--- src/rtl/lfs_pkg.sv ---
// Package: constants and carrier types for the LED fault supervisor
package lfs_pkg;

  //////////////////////////////////////////////////////////////////////
  // Register map and field layout
  localparam int         NCH          = 8;
  localparam logic [7:0] ADDR_FAULT   = 8'h02;
  localparam logic [7:0] ADDR_CONFIG  = 8'h08;
  localparam logic [7:0] ADDR_MASK    = 8'h09;
  localparam logic [7:0] CONFIG_RESET = 8'h00;
  localparam logic [7:0] MASK_RESET   = 8'h00;
  localparam logic [7:0] FAULT_RESET  = 8'h00;
  localparam logic [7:0] READ_NONE    = 8'h00;
  localparam int         CFG_SHORT_SEL = 0;  // 0: 8.0 V, 1: 3.1 V
  localparam int         CFG_SHORT_OFF = 1;  // 1: short detect disabled
  // Fault/status bit positions
  localparam int FLT_OPEN     = 0;
  localparam int FLT_SHORT    = 1;
  localparam int FLT_OVP      = 2;
  localparam int FLT_OVERCUR  = 3;
  localparam int FLT_SWNODE   = 4;
  localparam int FLT_OVPDROP  = 5;

  //////////////////////////////////////////////////////////////////////
  // Current limit ladder, 375 mA per step, 3 A at the top
  localparam int         ILIM_STEP_MA = 375;
  localparam logic [2:0] ILIM_FIRST   = 3'h0;
  localparam logic [2:0] ILIM_LAST    = 3'h7;
  localparam int         SS_STEPS     = 7;

  //////////////////////////////////////////////////////////////////////
  // Timing at 200 MHz
  localparam longint CLK_PERIOD_PS = 5000;
  localparam longint SS_TOTAL_NS   = 1000000;  // 1 ms ramp
  localparam longint OPEN_TO_NS    = 6000000;  // 6 ms open time-out
  localparam longint HOT_TO_NS     = 800000;   // 800 us when hot
  // Ramp step: longest time, rounded down
  localparam int SS_STEP_CYC =
    int'(SS_TOTAL_NS * 1000 / CLK_PERIOD_PS / SS_STEPS);
  // Time-outs: least times, rounded up
  localparam int OPEN_TO_CYC =
    int'((OPEN_TO_NS * 1000 + CLK_PERIOD_PS - 1) / CLK_PERIOD_PS);
  localparam int HOT_TO_CYC =
    int'((HOT_TO_NS * 1000 + CLK_PERIOD_PS - 1) / CLK_PERIOD_PS);

  //////////////////////////////////////////////////////////////////////
  // Supply sequencer states, one-hot
  typedef enum logic [3:0] {
    ST_PRECHARGE = 4'h1,
    ST_SOFTSTART = 4'h2,
    ST_RUN       = 4'h4,
    ST_TRIP      = 4'h8
  } lfs_state_e;

  // Comparator results of one channel
  typedef struct packed {
    logic above75;    // current at least 75 % of target
    logic below50;    // current below 50 % of target
    logic aboveLow;   // channel voltage above 3.1 V
    logic aboveHigh;  // channel voltage above 8.0 V
  } lfs_chan_cmp_s;

  // Register access from the SMBus engine
  typedef struct packed {
    logic       wr;
    logic       rd;
    logic [7:0] addr;
    logic [7:0] wdata;
  } lfs_reg_req_s;

endpackage

--- src/rtl/lfs_channel.sv ---
// Per-channel good/open/short classifier with open time-out
`timescale 1ns/1ps
`default_nettype none
module lfs_channel
  import lfs_pkg::*;
#(
  parameter int OPEN_CYC = OPEN_TO_CYC,
  parameter int HOT_CYC  = HOT_TO_CYC
) (
  input  wire logic          mclk,
  input  wire logic          rstn,
  input  wire lfs_chan_cmp_s cmp,
  input  wire logic          shortSel,
  input  wire logic          shortOff,
  input  wire logic          stable,
  input  wire logic          forceOpen,
  input  wire logic          hot,
  input  wire logic          active,
  output logic               good,
  output logic               failOpen,
  output logic               failShort
);
  localparam int TW = $clog2(OPEN_CYC + 1);

  logic          openPend;
  logic [TW-1:0] timer;

  //////////////////////////////////////////////////////////////////////
  // Classification terms
  wire logic [TW-1:0] limit    = hot ? TW'(HOT_CYC)
                                     : TW'(OPEN_CYC);
  wire logic          expired  = openPend && (timer >= limit - TW'(1));
  wire logic          dropOpen = good && cmp.below50;
  wire logic          forced   = forceOpen && !good;
  wire logic          overV    = shortSel ? cmp.aboveLow
                                          : cmp.aboveHigh;
  wire logic          shortNow = active && !shortOff && overV;
  wire logic          next_failOpen  = active && expired && stable;
  wire logic          next_failShort = shortNow && stable;

  // Good flag, pending open and time-out counter
  always_ff @(posedge mclk) begin
    if (!rstn || !active) begin
      good      <= 1'b0;
      openPend  <= 1'b0;
      timer     <= '0;
      failOpen  <= 1'b0;
      failShort <= 1'b0;
    end else begin
      failOpen  <= next_failOpen;
      failShort <= next_failShort;
      if (dropOpen || forced)
        good <= 1'b0;
      else if (cmp.above75)
        good <= 1'b1;
      if (dropOpen || forced)
        openPend <= 1'b1;
      else if (cmp.above75)
        openPend <= 1'b0;
      // Time-out restarts from zero for every new open event
      if (!openPend)
        timer <= '0;
      else if (!expired)
        timer <= timer + TW'(1);
    end
  end
endmodule
`default_nettype wire

--- src/rtl/lfs_supervisor.sv ---
// Top: supply sequencing, current limit ramp and string fault supervisor
`timescale 1ns/1ps
`default_nettype none
module lfs_supervisor
  import lfs_pkg::*;
#(
  parameter int SS_CYC   = SS_STEP_CYC,
  parameter int OPEN_CYC = OPEN_TO_CYC,
  parameter int HOT_CYC  = HOT_TO_CYC
) (
  input  wire logic                     mclk,
  input  wire logic                     rstn,
  input  wire logic                     supplyLockout,
  input  wire lfs_reg_req_s             regReq,
  output logic [7:0]                    regRdData,
  input  wire logic                     swCycleTick,
  input  wire logic                     switchOverLimit,
  input  wire logic                     switchNodeHigh,
  input  wire logic                     disconnectFullyOn,
  input  wire logic                     overvoltageSense20,
  input  wire logic                     outputOverVoltage,
  input  wire logic                     tempAboveLow,
  input  wire logic                     inputOverCurrent,
  input  wire logic                     feedbackStable,
  input  wire lfs_chan_cmp_s [NCH-1:0]  chanCmp,
  output logic                          disconnectEnable,
  output logic                          prechargeEnable,
  output logic                          powerSwitchOn,
  output logic [2:0]                    currentLimitStep,
  output logic [NCH-1:0]                chanEnable
);
  localparam int SW = $clog2(SS_CYC + 1);

  //////////////////////////////////////////////////////////////////////
  // Helpers
  function automatic logic [7:0] setBit(input logic [7:0] v,
                                        input int         pos,
                                        input logic       ev);
    logic [7:0] r;
    r      = v;
    r[pos] = v[pos] | ev;
    return r;
  endfunction

  //////////////////////////////////////////////////////////////////////
  // State
  lfs_state_e     state;
  lfs_state_e     next_state;
  logic [SW-1:0]  ssCnt;
  logic           ovpSeen;
  logic [7:0]     faultStatus;
  logic [7:0]     configuration;
  logic [7:0]     channelMask;
  logic [7:0]     next_channelMask;
  logic [NCH-1:0] chanGood;
  logic [NCH-1:0] chanFailOpen;
  logic [NCH-1:0] chanFailShort;

  // Lockout acts as a synchronous reset of the whole block
  wire logic coreRstn = rstn && !supplyLockout;

  //////////////////////////////////////////////////////////////////////
  // Sequencer decode
  wire logic inPre      = (state == ST_PRECHARGE);
  wire logic inSoft     = (state == ST_SOFTSTART);
  wire logic inRun      = (state == ST_RUN);
  wire logic switching  = inSoft || inRun;
  wire logic ssTerm     = (ssCnt == SW'(SS_CYC - 1));
  wire logic startOk    = disconnectFullyOn && switchNodeHigh;
  wire logic swNodeFail = switching && !powerSwitchOn
                          && !switchNodeHigh;
  wire logic ovpDrop    = switching && ovpSeen
                          && !overvoltageSense20;
  wire logic overCur    = switching && inputOverCurrent;
  wire logic trip       = swNodeFail || ovpDrop || overCur;
  wire logic stepUp     = inSoft && ssTerm;
  wire logic lastStep   = (currentLimitStep == ILIM_LAST);

  // Next state
  always_comb begin
    next_state = state;
    case (state)
      ST_PRECHARGE: begin
        if (startOk)
          next_state = ST_SOFTSTART;
      end
      ST_SOFTSTART: begin
        if (trip)
          next_state = ST_TRIP;
        else if (stepUp && currentLimitStep == ILIM_LAST - 3'h1)
          next_state = ST_RUN;
      end
      ST_RUN: begin
        if (trip)
          next_state = ST_TRIP;
      end
      ST_TRIP: next_state = ST_TRIP;
      default: next_state = ST_PRECHARGE;
    endcase
  end

  // Sequencer registers
  always_ff @(posedge mclk) begin
    if (!coreRstn) begin
      state <= ST_PRECHARGE;
    end else begin
      state <= next_state;
    end
  end

  //////////////////////////////////////////////////////////////////////
  // Soft-start current limit ladder
  always_ff @(posedge mclk) begin
    if (!coreRstn || !switching) begin
      ssCnt            <= '0;
      currentLimitStep <= ILIM_FIRST;
    end else begin
      ssCnt <= (ssTerm || lastStep) ? '0 : ssCnt + SW'(1);
      if (stepUp && !lastStep)
        currentLimitStep <= currentLimitStep + 3'h1;
    end
  end

  //////////////////////////////////////////////////////////////////////
  // Power switch, cycle by cycle current limit
  wire logic next_powerSwitchOn =
    !switching || switchOverLimit ? 1'b0 :
    swCycleTick                   ? 1'b1 : powerSwitchOn;

  always_ff @(posedge mclk) begin
    if (!coreRstn) begin
      powerSwitchOn <= 1'b0;
    end else begin
      powerSwitchOn <= next_powerSwitchOn;
    end
  end

  //////////////////////////////////////////////////////////////////////
  // Supply pins: pre-charge source and disconnect switch drive
  always_ff @(posedge mclk) begin
    if (!coreRstn) begin
      prechargeEnable  <= 1'b0;
      disconnectEnable <= 1'b0;
    end else begin
      prechargeEnable  <= (next_state == ST_PRECHARGE);
      disconnectEnable <= (next_state != ST_TRIP);
    end
  end

  // Overvoltage sense seen above 20 percent
  always_ff @(posedge mclk) begin
    if (!coreRstn) begin
      ovpSeen <= 1'b0;
    end else if (overvoltageSense20) begin
      ovpSeen <= 1'b1;
    end
  end

  //////////////////////////////////////////////////////////////////////
  // Channels
  wire logic           forceOpen  = outputOverVoltage || tempAboveLow;
  wire logic [NCH-1:0] chanActive = ~channelMask
                                    & {NCH{switching}};
  wire logic [NCH-1:0] chanFail   = chanFailOpen | chanFailShort;

  genvar gi;
  generate
    for (gi = 0; gi < NCH; gi++) begin : g_chan
      lfs_channel #(
        .OPEN_CYC (OPEN_CYC),
        .HOT_CYC  (HOT_CYC)
      ) u_chan (
        .mclk      (mclk),
        .rstn      (coreRstn),
        .cmp       (chanCmp[gi]),
        .shortSel  (configuration[CFG_SHORT_SEL]),
        .shortOff  (configuration[CFG_SHORT_OFF]),
        .stable    (feedbackStable),
        .forceOpen (forceOpen),
        .hot       (tempAboveLow),
        .active    (chanActive[gi]),
        .good      (chanGood[gi]),
        .failOpen  (chanFailOpen[gi]),
        .failShort (chanFailShort[gi])
      );
    end
  endgenerate

  // Channel enables follow mask and sequencer
  always_ff @(posedge mclk) begin
    if (!coreRstn) begin
      chanEnable <= '0;
    end else begin
      chanEnable <= ~next_channelMask & {NCH{next_state == ST_SOFTSTART
                    || next_state == ST_RUN}};
    end
  end

  //////////////////////////////////////////////////////////////////////
  // Register decode
  wire logic wrConfig = regReq.wr && (regReq.addr == ADDR_CONFIG);
  wire logic wrMask   = regReq.wr && (regReq.addr == ADDR_MASK);
  assign next_channelMask =
    (wrMask ? regReq.wdata : channelMask) | chanFail;
  wire logic [7:0] faultEv0 = setBit(faultStatus, FLT_OPEN,
                                     |chanFailOpen);
  wire logic [7:0] faultEv1 = setBit(faultEv0, FLT_SHORT,
                                     |chanFailShort);
  wire logic [7:0] faultEv2 = setBit(faultEv1, FLT_OVP,
                                     outputOverVoltage);
  wire logic [7:0] faultEv3 = setBit(faultEv2, FLT_OVERCUR, overCur);
  wire logic [7:0] faultEv4 = setBit(faultEv3, FLT_SWNODE,
                                     swNodeFail);
  wire logic [7:0] next_faultStatus = setBit(faultEv4, FLT_OVPDROP,
                                             ovpDrop);
  wire logic [7:0] readMux =
    (regReq.addr == ADDR_FAULT)  ? faultStatus   :
    (regReq.addr == ADDR_CONFIG) ? configuration :
    (regReq.addr == ADDR_MASK)   ? channelMask   : READ_NONE;

  // Register storage
  always_ff @(posedge mclk) begin
    if (!coreRstn) begin
      configuration <= CONFIG_RESET;
      channelMask   <= MASK_RESET;
      faultStatus   <= FAULT_RESET;
      regRdData     <= READ_NONE;
    end else begin
      if (wrConfig)
        configuration <= regReq.wdata;
      channelMask <= next_channelMask;
      faultStatus <= next_faultStatus;
      if (regReq.rd)
        regRdData <= readMux;
    end
  end
endmodule
`default_nettype wire

--- config.mk ---
export PLATFORM = sky130hd
export DESIGN_NAME = lfs_supervisor
export DESIGN_NICKNAME = d
export VERILOG_FILES = /design/src/rtl/lfs_pkg.sv /design/src/rtl/lfs_channel.sv /design/src/rtl/lfs_supervisor.sv
export SDC_FILE = /design/constraint.sdc
export NUM_CORES = 1
export LEC_CHECK = 0
export BUFFER_PORTS_ARGS = -buffer_cell sky130_fd_sc_hd__buf_4
export CELL_PAD_IN_SITES_DETAIL_PLACEMENT = 1
export CELL_PAD_IN_SITES_GLOBAL_PLACEMENT = 2
export CORE_MARGIN = 2
export CORE_UTILIZATION = 25
export CTS_CLUSTER_SIZE = 40
export DETAILED_ROUTE_END_ITERATION = 10
export PLACE_DENSITY_LB_ADDON = 0.2
export SKIP_CTS_REPAIR_TIMING = 1
export SLEW_MARGIN = 10
export SYNTH_ARGS = -nofsm -noshare
export SYNTH_HDL_FRONTEND = slang
export SYNTH_HIERARCHICAL = 1
export SYNTH_SLANG_ARGS = --single-unit
--- constraint.sdc ---
create_clock -name mclk -period 3.05 [get_ports mclk]
set_clock_uncertainty 0.05 [all_clocks]
set_input_delay 0.7625 -clock mclk [delete_from_list [all_inputs] [get_ports mclk]]
set_output_delay 0.7625 -clock mclk [all_outputs]
set_load 0.005 [all_outputs]
Yosys cells after proc, flatten, opt, wreduce, memory -nomap -nowiden
Index checks and enable logic that the tools add are counted.
{ "totals": {"register_bits": 264, "input_bits": 62, "output_inout_bits": 22, "elab_cells": 292} }
{ "classes": {"addsub": 11, "n_lt_le_gt_ge": 8, "n_eq_ne": 14, "mux": 34, "bitwise": 21, "reduce_logical": 152} }
{ "op_table": {"columns": ["operator", "count"], "rows": [
  ["$add 21x1->21 const B", 8],
  ["$ge 21x21->1", 8],
  ["$logic_and 1x1->1", 76],
  ["$reduce_or 2->1", 18],
  ["$mux 8", 4],
  ["$logic_not 1->1", 24],
  ["$logic_or 1x1->1", 24],
  ["$mux 1", 24],
  ["$mux 21", 1],
  ["$sub 21x1->21 const B", 1],
  ["$and 8x8->8", 2],
  ["$eq 8x4->1 const B", 2],
  ["$mux 4", 4],
  ["$not 8->8", 2],
  ["$or 8x8->8", 2],
  ["$pmux 4 s4", 1],
  ["$reduce_bool 2->1", 8],
  ["$reduce_or 8->1", 2],
  ["$add 15x1->15 const B", 1],
  ["$eq 15x15->1 const B", 1],
  ["$not 1->1", 9],
  ["$eq 4x1->1 const B", 2],
  ["$eq 4x2->1 const B", 2],
  ["$eq 4x3->1 const B", 2],
  ["6 further kinds", 12]
]} }

Depth between registers and ports, before layout
Gate-level depths: netlist (run 1).
{ "depth": {"word_depth": 11, "mapped_depth": 9} }

Hierarchy
Netlist (run 1), hierarchy kept.
{ "by_module_without_submodules": {"columns": ["module", "instances", "cells_each", "area_each_um2", "seq_area_each_um2"], "rows": [
  ["lfs_channel", 8, 157, 1328.8, 500.5],
  ["lfs_supervisor", 1, 317, 2875.3, 1281.2]
]} }

Least setup slack after synthesis (run 1)
No wires, ideal clock.
{ "synth_path": {"path_type": "input port to flip-flop", "from": "input port tempAboveLow", "to": "register g_chan[0].u_chan.timer[14]", "setup_ns": 0.070, "arrival_time_ns": 2.643, "required_time_ns": 2.930, "path_slack_ns": 0.286, "stages": 9, "n_path_buf": 1, "path_cell_list": "inv_1 ha_1 a211o_1 a211o_1 a221oi_2 nand3_1 buf_2 or3_1 a21oi_1"} }
{ "synth_via": {"elab_chain_cells": 4} }
{ "synth_lines": {"columns": ["item", "line_no", "source"], "rows": [
  ["from (decl)", "lfs_supervisor.sv:22", "input wire logic tempAboveLow,"],
  ["$mux 21", "lfs_channel.sv:30", "wire logic [TW-1:0] limit = hot ? TW'(HOT_CYC)"],
  ["$sub 21x1->21", "lfs_channel.sv:32", "wire logic expired = openPend && (timer >= limit - TW'(1));"],
  ["$ge 21x21->1", "lfs_channel.sv:32", null],
  ["$logic_and 1x1->1", "lfs_channel.sv:32", null],
  ["to (signal assigned)", "lfs_channel.sv:64", "timer <= timer + TW'(1);"],
  ["to (decl)", "lfs_channel.sv:26", "logic [TW-1:0] timer;"]
]} }
Every way passes these cells.
A chain may end at the register's enable or synchronous reset.

Worst setup path in the final report (run 1)
{ "layout_path": {"from": "input port tempAboveLow", "to": "register g_chan[6].u_chan.timer[20]"} }
{ "layout_via": {"elab_chain_cells": 4} }
{ "layout_lines": {"columns": ["item", "line_no"], "rows": [
  ["$mux 21", "lfs_channel.sv:30"],
  ["$sub 21x1->21", "lfs_channel.sv:32"],
  ["$ge 21x21->1", "lfs_channel.sv:32"],
  ["$logic_and 1x1->1", "lfs_channel.sv:32"],
  ["to (signal assigned)", "lfs_channel.sv:64"],
  ["to (decl)", "lfs_channel.sv:26"]
]} }
Every way passes these cells.

==> PnR_summary.wiki, run 1 <==
{| class="wikitable"
! Metric !! Value
|-
| Outcome || finished, final reports clean
|-
| Initial cell density of the core || ~25%
|-
| Setup crit end kind || flip-flop
|-
| Period utilisation layout || a little over nine tenths
|-
| Hold violation count in the final report || 0
|-
| Setup repair after global routing missed its margin || no
|-
| Tmin final || ~2900 ps
|-
| Initial drt markers || 433
|-
| Synthesized net count || roughly 1700
|-
| Initial antenna violation count || 2
|-
| First-pass GRT wire length || 67200 um
|-
| Total grt overflow || 0
|-
| Post-layout total power || roughly 8 mW
|-
| Combined area of all synthesized cells || about 14000 um2
|-
| Area of the core || around 54000 um2
|-
| Most frequently used flop master after synthesis || sky130_fd_sc_hd__dfxtp_1
|-
| CP max FO || 18
|-
| Overall track demand over capacity in global routing || approximately 15%
|-
| Diodes inserted || 0
|-
| Number of global-route vias before repair || 12400
|-
| Antenna Nets Post-Route || 0
|-
| Pin count of the biggest net entering global routing || 37
|-
| Routed WL || a little over 40000 um
|-
| Routed wire per std cell || between 15 and 20 um
|-
| Reg power frac || around 44%
|-
| CTS Sinks || 264
|-
| Clock Latency Late Sink || 540 ps
|-
| Layout Nets || about 1900
|-
| Final cell count without fillers || 2453
|-
| Max-slew violations || 0
|-
| Total placed cells including tap cells || approximately 2400
|-
| Kind of start point of the critical path || input pin
|-
| Worst slew slack as a fraction of its limit || a little over half
|-
| Post-route core utilization || between 30% and 40%
|-
| Max-capacitance violation count || 0
|-
| WHS || 339 ps
|-
| Total net switching power || 1.73 mW
|-
| Measured slew at the worst slew-check pin || 673 ps
|-
| Count of final setup violators || 0
|-
| Clock buffers created by TritonCTS || 36
|-
| Routed via count || around 12000
|-
| Cell internal pwr || approximately 6 mW
|-
| Register area || around 5300 um2
|-
| Min-delay worst type || input pin to flip-flop
|-
| Root buf cell || sky130_fd_sc_hd__clkbuf_16
|-
| Via-to-Cell Ratio || 4.94
|-
| Post-synthesis to final-layout area growth || 23.1%
|-
| Critical path arrival || 3300 ps
|-
| Yosys reg bits || about 260
|-
| # H-tree levels || 2
|-
| Number of fill cells || roughly 6300
|-
| IO Count || 84
|-
| Die Width || around 240 um
|-
| Weighted congestion at the end of routability-driven global placement || just under 0.8
|-
| Static Leakage || about 6.3 nW
|-
| Full die area || 55900 um2
|-
| Post-synthesis sequential area ratio || between 30% and 40%
|-
| Highest ir drop seen on vdd || 0.000278 V
|-
| Iteration count of the initial detailed-routing pass || 4
|-
| Post-synthesis average cell area || roughly 8.6 um2
|-
| Clock network fraction of total power || between 50% and 60%
|-
| Combined area of the multi-input logic cells || around 7900 um2
|-
| Number of rows in the core area || 85
|-
| Switching part of the total || between 20% and 30%
|-
| Quantity of I/O buffers inserted on ports || 83
|-
| Total negative setup slack || 0 ps
|-
| Power share of the combinational group || under 10%
|-
| Clock-pin slew reported for the worst setup and hold paths after clock tree synthesis || approximately 50 ps
|-
| Critical Path RT || between 3000 and 4000 ps
|-
| Most common cell after layout, fill and taps aside || sky130_fd_sc_hd__dfxtp_1
|-
| Ys Warns || 6
|-
| Layout cell share with drive strength beyond 1 || 15.3%
|-
| Number of library cell types mapped by synthesis || 52
|-
| Max frequency || 347 MHz
|-
| Async SR Flop Fraction || 0%
|-
| Clock tree from TritonCTS || yes
|-
| Post-synth EDFFs || 0
|-
| Number of buffers between clock root and the deepest sink || 3
|-
| Commonest non-fill, non-tap cells in the layout || sky130_fd_sc_hd__dfxtp_1, sky130_fd_sc_hd__nor2_1, sky130_fd_sc_hd__buf_4
|-
| Synthesized netlist cell count || 1573
|-
| Post-DP HPWL || about 30000 um
|-
| WS Path Type || input pin to flip-flop
|-
| Die height || 236 um
|-
| Pwr/cell area || approximately 470 nW/um2
|-
| Number of design rule violations left after detail routing || 0
|}
==> Yosys cell counts (41+ instances only) <==
cell	number	area, um2
sky130_fd_sc_hd__dfxtp_1	264	5290
sky130_fd_sc_hd__nor2_1	189	709
sky130_fd_sc_hd__nand3_1	128	641
sky130_fd_sc_hd__xor2_1	102	893
sky130_fd_sc_hd__a21oi_1	96	480
sky130_fd_sc_hd__nand2_1	82	308
sky130_fd_sc_hd__ha_1	77	963
sky130_fd_sc_hd__and3_1	76	475
sky130_fd_sc_hd__o21ai_0	75	375
sky130_fd_sc_hd__nand4_1	70	438
sky130_fd_sc_hd__or3_1	45	282
sky130_fd_sc_hd__clkbuf_1	41	154
==> worst max-delay path: stages <==
cell                       delay [ps]
sky130_fd_sc_hd__buf_4            310
sky130_fd_sc_hd__inv_1            110
sky130_fd_sc_hd__ha_1             210
sky130_fd_sc_hd__a211o_1          290
sky130_fd_sc_hd__a211o_1          310
sky130_fd_sc_hd__a221oi_2         310
sky130_fd_sc_hd__nand3_1          300
sky130_fd_sc_hd__or4_1            550
sky130_fd_sc_hd__a21oi_1          150
==> path summary, 6_finish.rpt <==
| check | startpoint | end | slack (ps) | cells after the start |
|---|---|---|---|---|
| setup / recovery | tempAboveLow | g_chan[6].u_chan/timer[20] | 170 | 9 |
| hold / removal | switchOverLimit | powerSwitchOn | 340 | 2 |
| setup reg to reg | g_chan[2].u_chan/timer[13] | g_chan[2].u_chan/timer[20] | 500 | 7 |
| hold reg to reg | ovpSeen | ovpSeen | 420 | 2 |
==> per-layer routing <==
layer	share of wire (%)	vias up	global-route usage, %
li1	-	6062	-
met1	48	5884	19.5
met2	46	134	24.9
met3	3.6	48	2.57
met4	1.9	2	4.12
met5	0.039	-	0
==> registers in the layout, summed over array words and instances (netlist names) <==
signal                   flops
powerSwitchOn                1
regRdData                    8
g_chan.u_chan/timer        168
g_chan.u_chan/openPend       8
channelMask                  8
g_chan.u_chan/good           8
prechargeEnable              1
faultStatus                  6
g_chan.u_chan/failOpen       8
state                        4
g_chan.u_chan/failShort      8
currentLimitStep             3
disconnectEnable             1
ovpSeen                      1
chanEnable                   8
ssCnt                       15
configuration                8
==> power by group through the flow <==
stage	logic [mW]	clock network, mW	registers (mW)
floorplan	0.0951	0	3.54
CTS	0.264	4.31	3.46
global placement	0.256	0	3.54
detailed placement	0.262	0	3.54
global route	0.285	4.44	3.46
finish	0.256	4.12	3.47
==> layout make-up <==
cell class / instances / share of cell area, %
clock buffer: 56 / 6.54
clock inverter: 7 / 0.391
inverter: 21 / 0.474
multi-input combinational: 1236 / 47.7
sequential: 264 / 31.8
tap: 696 / 5.24
timing repair buffer: 173 / 7.89
==> kinds of logic (layout without fill, tap and decap cells) <==
| family | count (synthesis) | in the layout | synth area share [%] |
|---|---|---|---|
| adders and majority gates | 77 | 77 | 7.13 |
| buffers and inverters | 73 | 257 | 2.20 |
| DFF | 264 | 264 | 39.1 |
| and+or+nand+nor | 759 | 759 | 29.9 |
| xor gates and xnor gates | 110 | 110 | 7.13 |
| AOI/OAI and AO/OA | 250 | 250 | 11.2 |
| muxes | 40 | 40 | 3.30 |
==> metrics by stage <==
step,instance area (um2),worst slack [ps]
floorplan,13500,286
global placement,15500,-364
detailed placement,15500,-453
CTS,16600,143
global route,16600,7.16
finish,16600,165
No activity file was read; power rests on OpenSTA's default activity.
==> inputs of run 2 (changes only) <==
--- a/config.mk
+++ b/config.mk
@@ -6,6 +6,7 @@
 export NUM_CORES = 1
 export LEC_CHECK = 0
 export BUFFER_PORTS_ARGS = -buffer_cell sky130_fd_sc_hd__buf_4
+export CAP_MARGIN = 25
 export CELL_PAD_IN_SITES_DETAIL_PLACEMENT = 1
 export CELL_PAD_IN_SITES_GLOBAL_PLACEMENT = 2
 export CORE_MARGIN = 2
@@ -13,6 +14,7 @@
 export CTS_CLUSTER_SIZE = 40
 export DETAILED_ROUTE_END_ITERATION = 10
 export PLACE_DENSITY_LB_ADDON = 0.2
+export SETUP_SLACK_MARGIN = 0.5
 export SKIP_CTS_REPAIR_TIMING = 1
 export SLEW_MARGIN = 10
 export SYNTH_ARGS = -nofsm -noshare
==> constraint.sdc (replaced) <==
create_clock -name mclk -period 3.1 [get_ports mclk]
set_clock_uncertainty 0.05 [all_clocks]
set_input_delay 0.775 -clock mclk [delete_from_list [all_inputs] [get_ports mclk]]
set_output_delay 0.775 -clock mclk [all_outputs]
set_load 0.005 [all_outputs]
==> PnR_summary.wiki, run 2 (same netlist as run 1, synthesis figures left out) <==
{| class="wikitable"
! Metric !! Value
|-
| Max frequency || 379 MHz
|-
| Commonest non-fill, non-tap cells in the layout || sky130_fd_sc_hd__dfxtp_1, sky130_fd_sc_hd__nor2_1, sky130_fd_sc_hd__buf_4
|-
| Quantity of I/O buffers inserted on ports || 83 (unchanged)
|-
| Hold violation count in the final report || 0 (unchanged)
|-
| Routed via count || 12300 (+1.3%)
|-
| Most common cell after layout, fill and taps aside || sky130_fd_sc_hd__dfxtp_1
|-
| Max-slew violations || 0 (unchanged)
|-
| First-pass GRT wire length || 69400 um (+3.1%)
|-
| Clock tree from TritonCTS || yes
|-
| Clock-pin slew reported for the worst setup and hold paths after clock tree synthesis || 60 ps (about the same)
|-
| Tmin final || around 2600 ps
|-
| Min-delay worst type || input pin to flip-flop
|-
| Weighted congestion at the end of routability-driven global placement || 0.782 (+1.5%)
|-
| Post-DP HPWL || 31600 um (+4.5%)
|-
| Total placed cells including tap cells || 2393 (+0.13%)
|-
| Switching part of the total || 22.7% (+0.53 points)
|-
| Max-capacitance violation count || 0 (unchanged)
|-
| Via-to-Cell Ratio || 4.95 (+0.14%)
|-
| Iteration count of the initial detailed-routing pass || 6 (+2)
|-
| Post-layout total power || 7.81 mW (-0.37%)
|-
| Kind of start point of the critical path || input pin
|-
| Final cell count without fillers || 2482 (+1.2%)
|-
| Highest ir drop seen on vdd || 0.000253 V (-8.7%)
|-
| Clock buffers created by TritonCTS || 36 (unchanged)
|-
| Worst slew slack as a fraction of its limit || 52.0% (-2.7 points)
|-
| Number of buffers between clock root and the deepest sink || 3 (unchanged)
|-
| Die height || 236 um (unchanged)
|-
| CP max FO || 5 (-13)
|-
| Setup crit end kind || flip-flop
|-
| Cell internal pwr || 6.04 mW (-1.0%)
|-
| Area of the core || 53600 um2 (unchanged)
|-
| Layout Nets || 1900 (+1.5%)
|-
| Antenna Nets Post-Route || 0 (unchanged)
|-
| Critical path arrival || 3060 ps (-240 ps)
|-
| Period utilisation layout || between 80% and 90%
|-
| Pwr/cell area || 443 nW/um2 (-6.1%)
|-
| Post-route core utilization || 32.9% (+1.9 points)
|-
| Reg power frac || 43.6% (-0.6 points)
|-
| Die Width || 236 um (unchanged)
|-
| Diodes inserted || 0 (unchanged)
|-
| Routed WL || 43800 um (+5.9%)
|-
| Initial antenna violation count || 2 (unchanged)
|-
| Full die area || 55900 um2 (unchanged)
|-
| IO Count || 84 (unchanged)
|-
| Post-synthesis to final-layout area growth || 30.6%
|-
| Static Leakage || 6.59 nW (+4.3%)
|-
| Number of design rule violations left after detail routing || 0 (unchanged)
|-
| Outcome || finished, final reports clean
|-
| Power share of the combinational group || 4.0% (+0.7 points)
|-
| Layout cell share with drive strength beyond 1 || 21.0% (+5.7 points)
|-
| Register ranked first by flip-flop count || g_chan.u_chan/timer
|-
| Number of rows in the core area || 85 (unchanged)
|-
| Count of final setup violators || 0 (unchanged)
|-
| CTS Sinks || 264 (unchanged)
|-
| Total net switching power || 1.77 mW (+2.0%)
|-
| Largest registers in the final layout || g_chan.u_chan/timer x168, ssCnt x15
|-
| Root buf cell || sky130_fd_sc_hd__clkbuf_16
|-
| Initial drt markers || 401 (-7.4%)
|-
| Overall track demand over capacity in global routing || 15.3% (+0.48 points)
|-
| Measured slew at the worst slew-check pin || 718 ps (+45.9 ps)
|-
| Total negative setup slack || 0 ps (unchanged)
|-
| Clock network fraction of total power || 52.4% (about the same)
|-
| Setup repair after global routing missed its margin || yes
|-
| Routed wire per std cell || 17.7 um (+4.7%)
|-
| Flip-flop count of the largest register, all copies and words added || 168 (unchanged)
|-
| Clock Latency Late Sink || 550 ps (about the same)
|-
| Critical Path RT || 3520 ps (+50 ps)
|-
| # H-tree levels || 2 (unchanged)
|-
| Initial cell density of the core || 25.2% (unchanged)
|-
| Total grt overflow || 0 (unchanged)
|-
| WS Path Type || input pin to flip-flop
|-
| Pin count of the biggest net entering global routing || 37 (unchanged)
|-
| Number of global-route vias before repair || 12700 (+2.0%)
|}
==> run 2: cell types whose count changed in the layout (fill, tap and decap cells not counted), sizes merged <==
cell and delta:
buf +27, clkinvlp -2, inv +2, clkbuf +1, clkinv +1
==> run 2: critical path, cell delays in order <==
cell and delay, ps:
sky130_fd_sc_hd__buf_12 130, sky130_fd_sc_hd__buf_16 170, sky130_fd_sc_hd__buf_12 130, sky130_fd_sc_hd__inv_12 30, sky130_fd_sc_hd__ha_4 140, sky130_fd_sc_hd__a211o_1 240
sky130_fd_sc_hd__a211o_1 270, sky130_fd_sc_hd__a221oi_2 340, sky130_fd_sc_hd__nand3_2 170, sky130_fd_sc_hd__or4_1 530, sky130_fd_sc_hd__a21oi_1 130
==> run 2: layout make-up <==
class / instances / area [um2]
clock buffer: 55 / 1080
inverter: 21 / 179
multi-input combinational: 1236 / 8400
fill: 6244 / 36000
timing repair buffer: 202 / 1750
tap: 696 / 871
clock inverter: 8 / 72.6
sequential: 264 / 5290
==> run 2: metal layers <==
| metal | track usage [%] | share of wire, % | vias up | wire (um) |
|---|---|---|---|---|
| met5 | 0 | 0.066 | - | 29 |
| met4 | 4.30 | 2.4 | 4 | 1030 |
| met3 | 3.14 | 3.9 | 57 | 1720 |
| met2 | 25.1 | 45 | 156 | 19900 |
| met1 | 20.3 | 48 | 5934 | 21200 |
| li1 | - | - | 6140 | - |
==> run 2: power by group through the flow <==
stage          Clock [mW]  Combinational [mW]  Sequential [mW]
5_1_grt              4.41               0.338             3.41
2_1_floorplan           0               0.105             3.48
6_report             4.09               0.311             3.41
4_1_cts              4.28               0.293             3.41
3_5_place_dp            0               0.292             3.48
3_3_place_gp            0               0.286             3.48
==> run 2: metrics by stage <==
stage / setup WS [ps] / hold WS [ps] / area (um2)
global placement: -33.0 / 394 / 15800
global route: 408 / 323 / 17600
finish: 460 / 340 / 17600
floorplan: 484 / 380 / 13800
CTS: 448 / 305 / 16900
detailed placement: -129 / 400 / 15800
==> run 2: final timing paths <==
| check | start | endpoint | slack (ps) | cells past startpoint |
|---|---|---|---|---|
| max | tempAboveLow | g_chan[4].u_chan/timer[20] | 460 | 11 |
| min | switchOverLimit | powerSwitchOn | 340 | 2 |
| max reg2reg | g_chan[7].u_chan/timer[13] | g_chan[7].u_chan/timer[17] | 710 | 9 |
| min reg2reg | ovpSeen | ovpSeen | 410 | 2 |
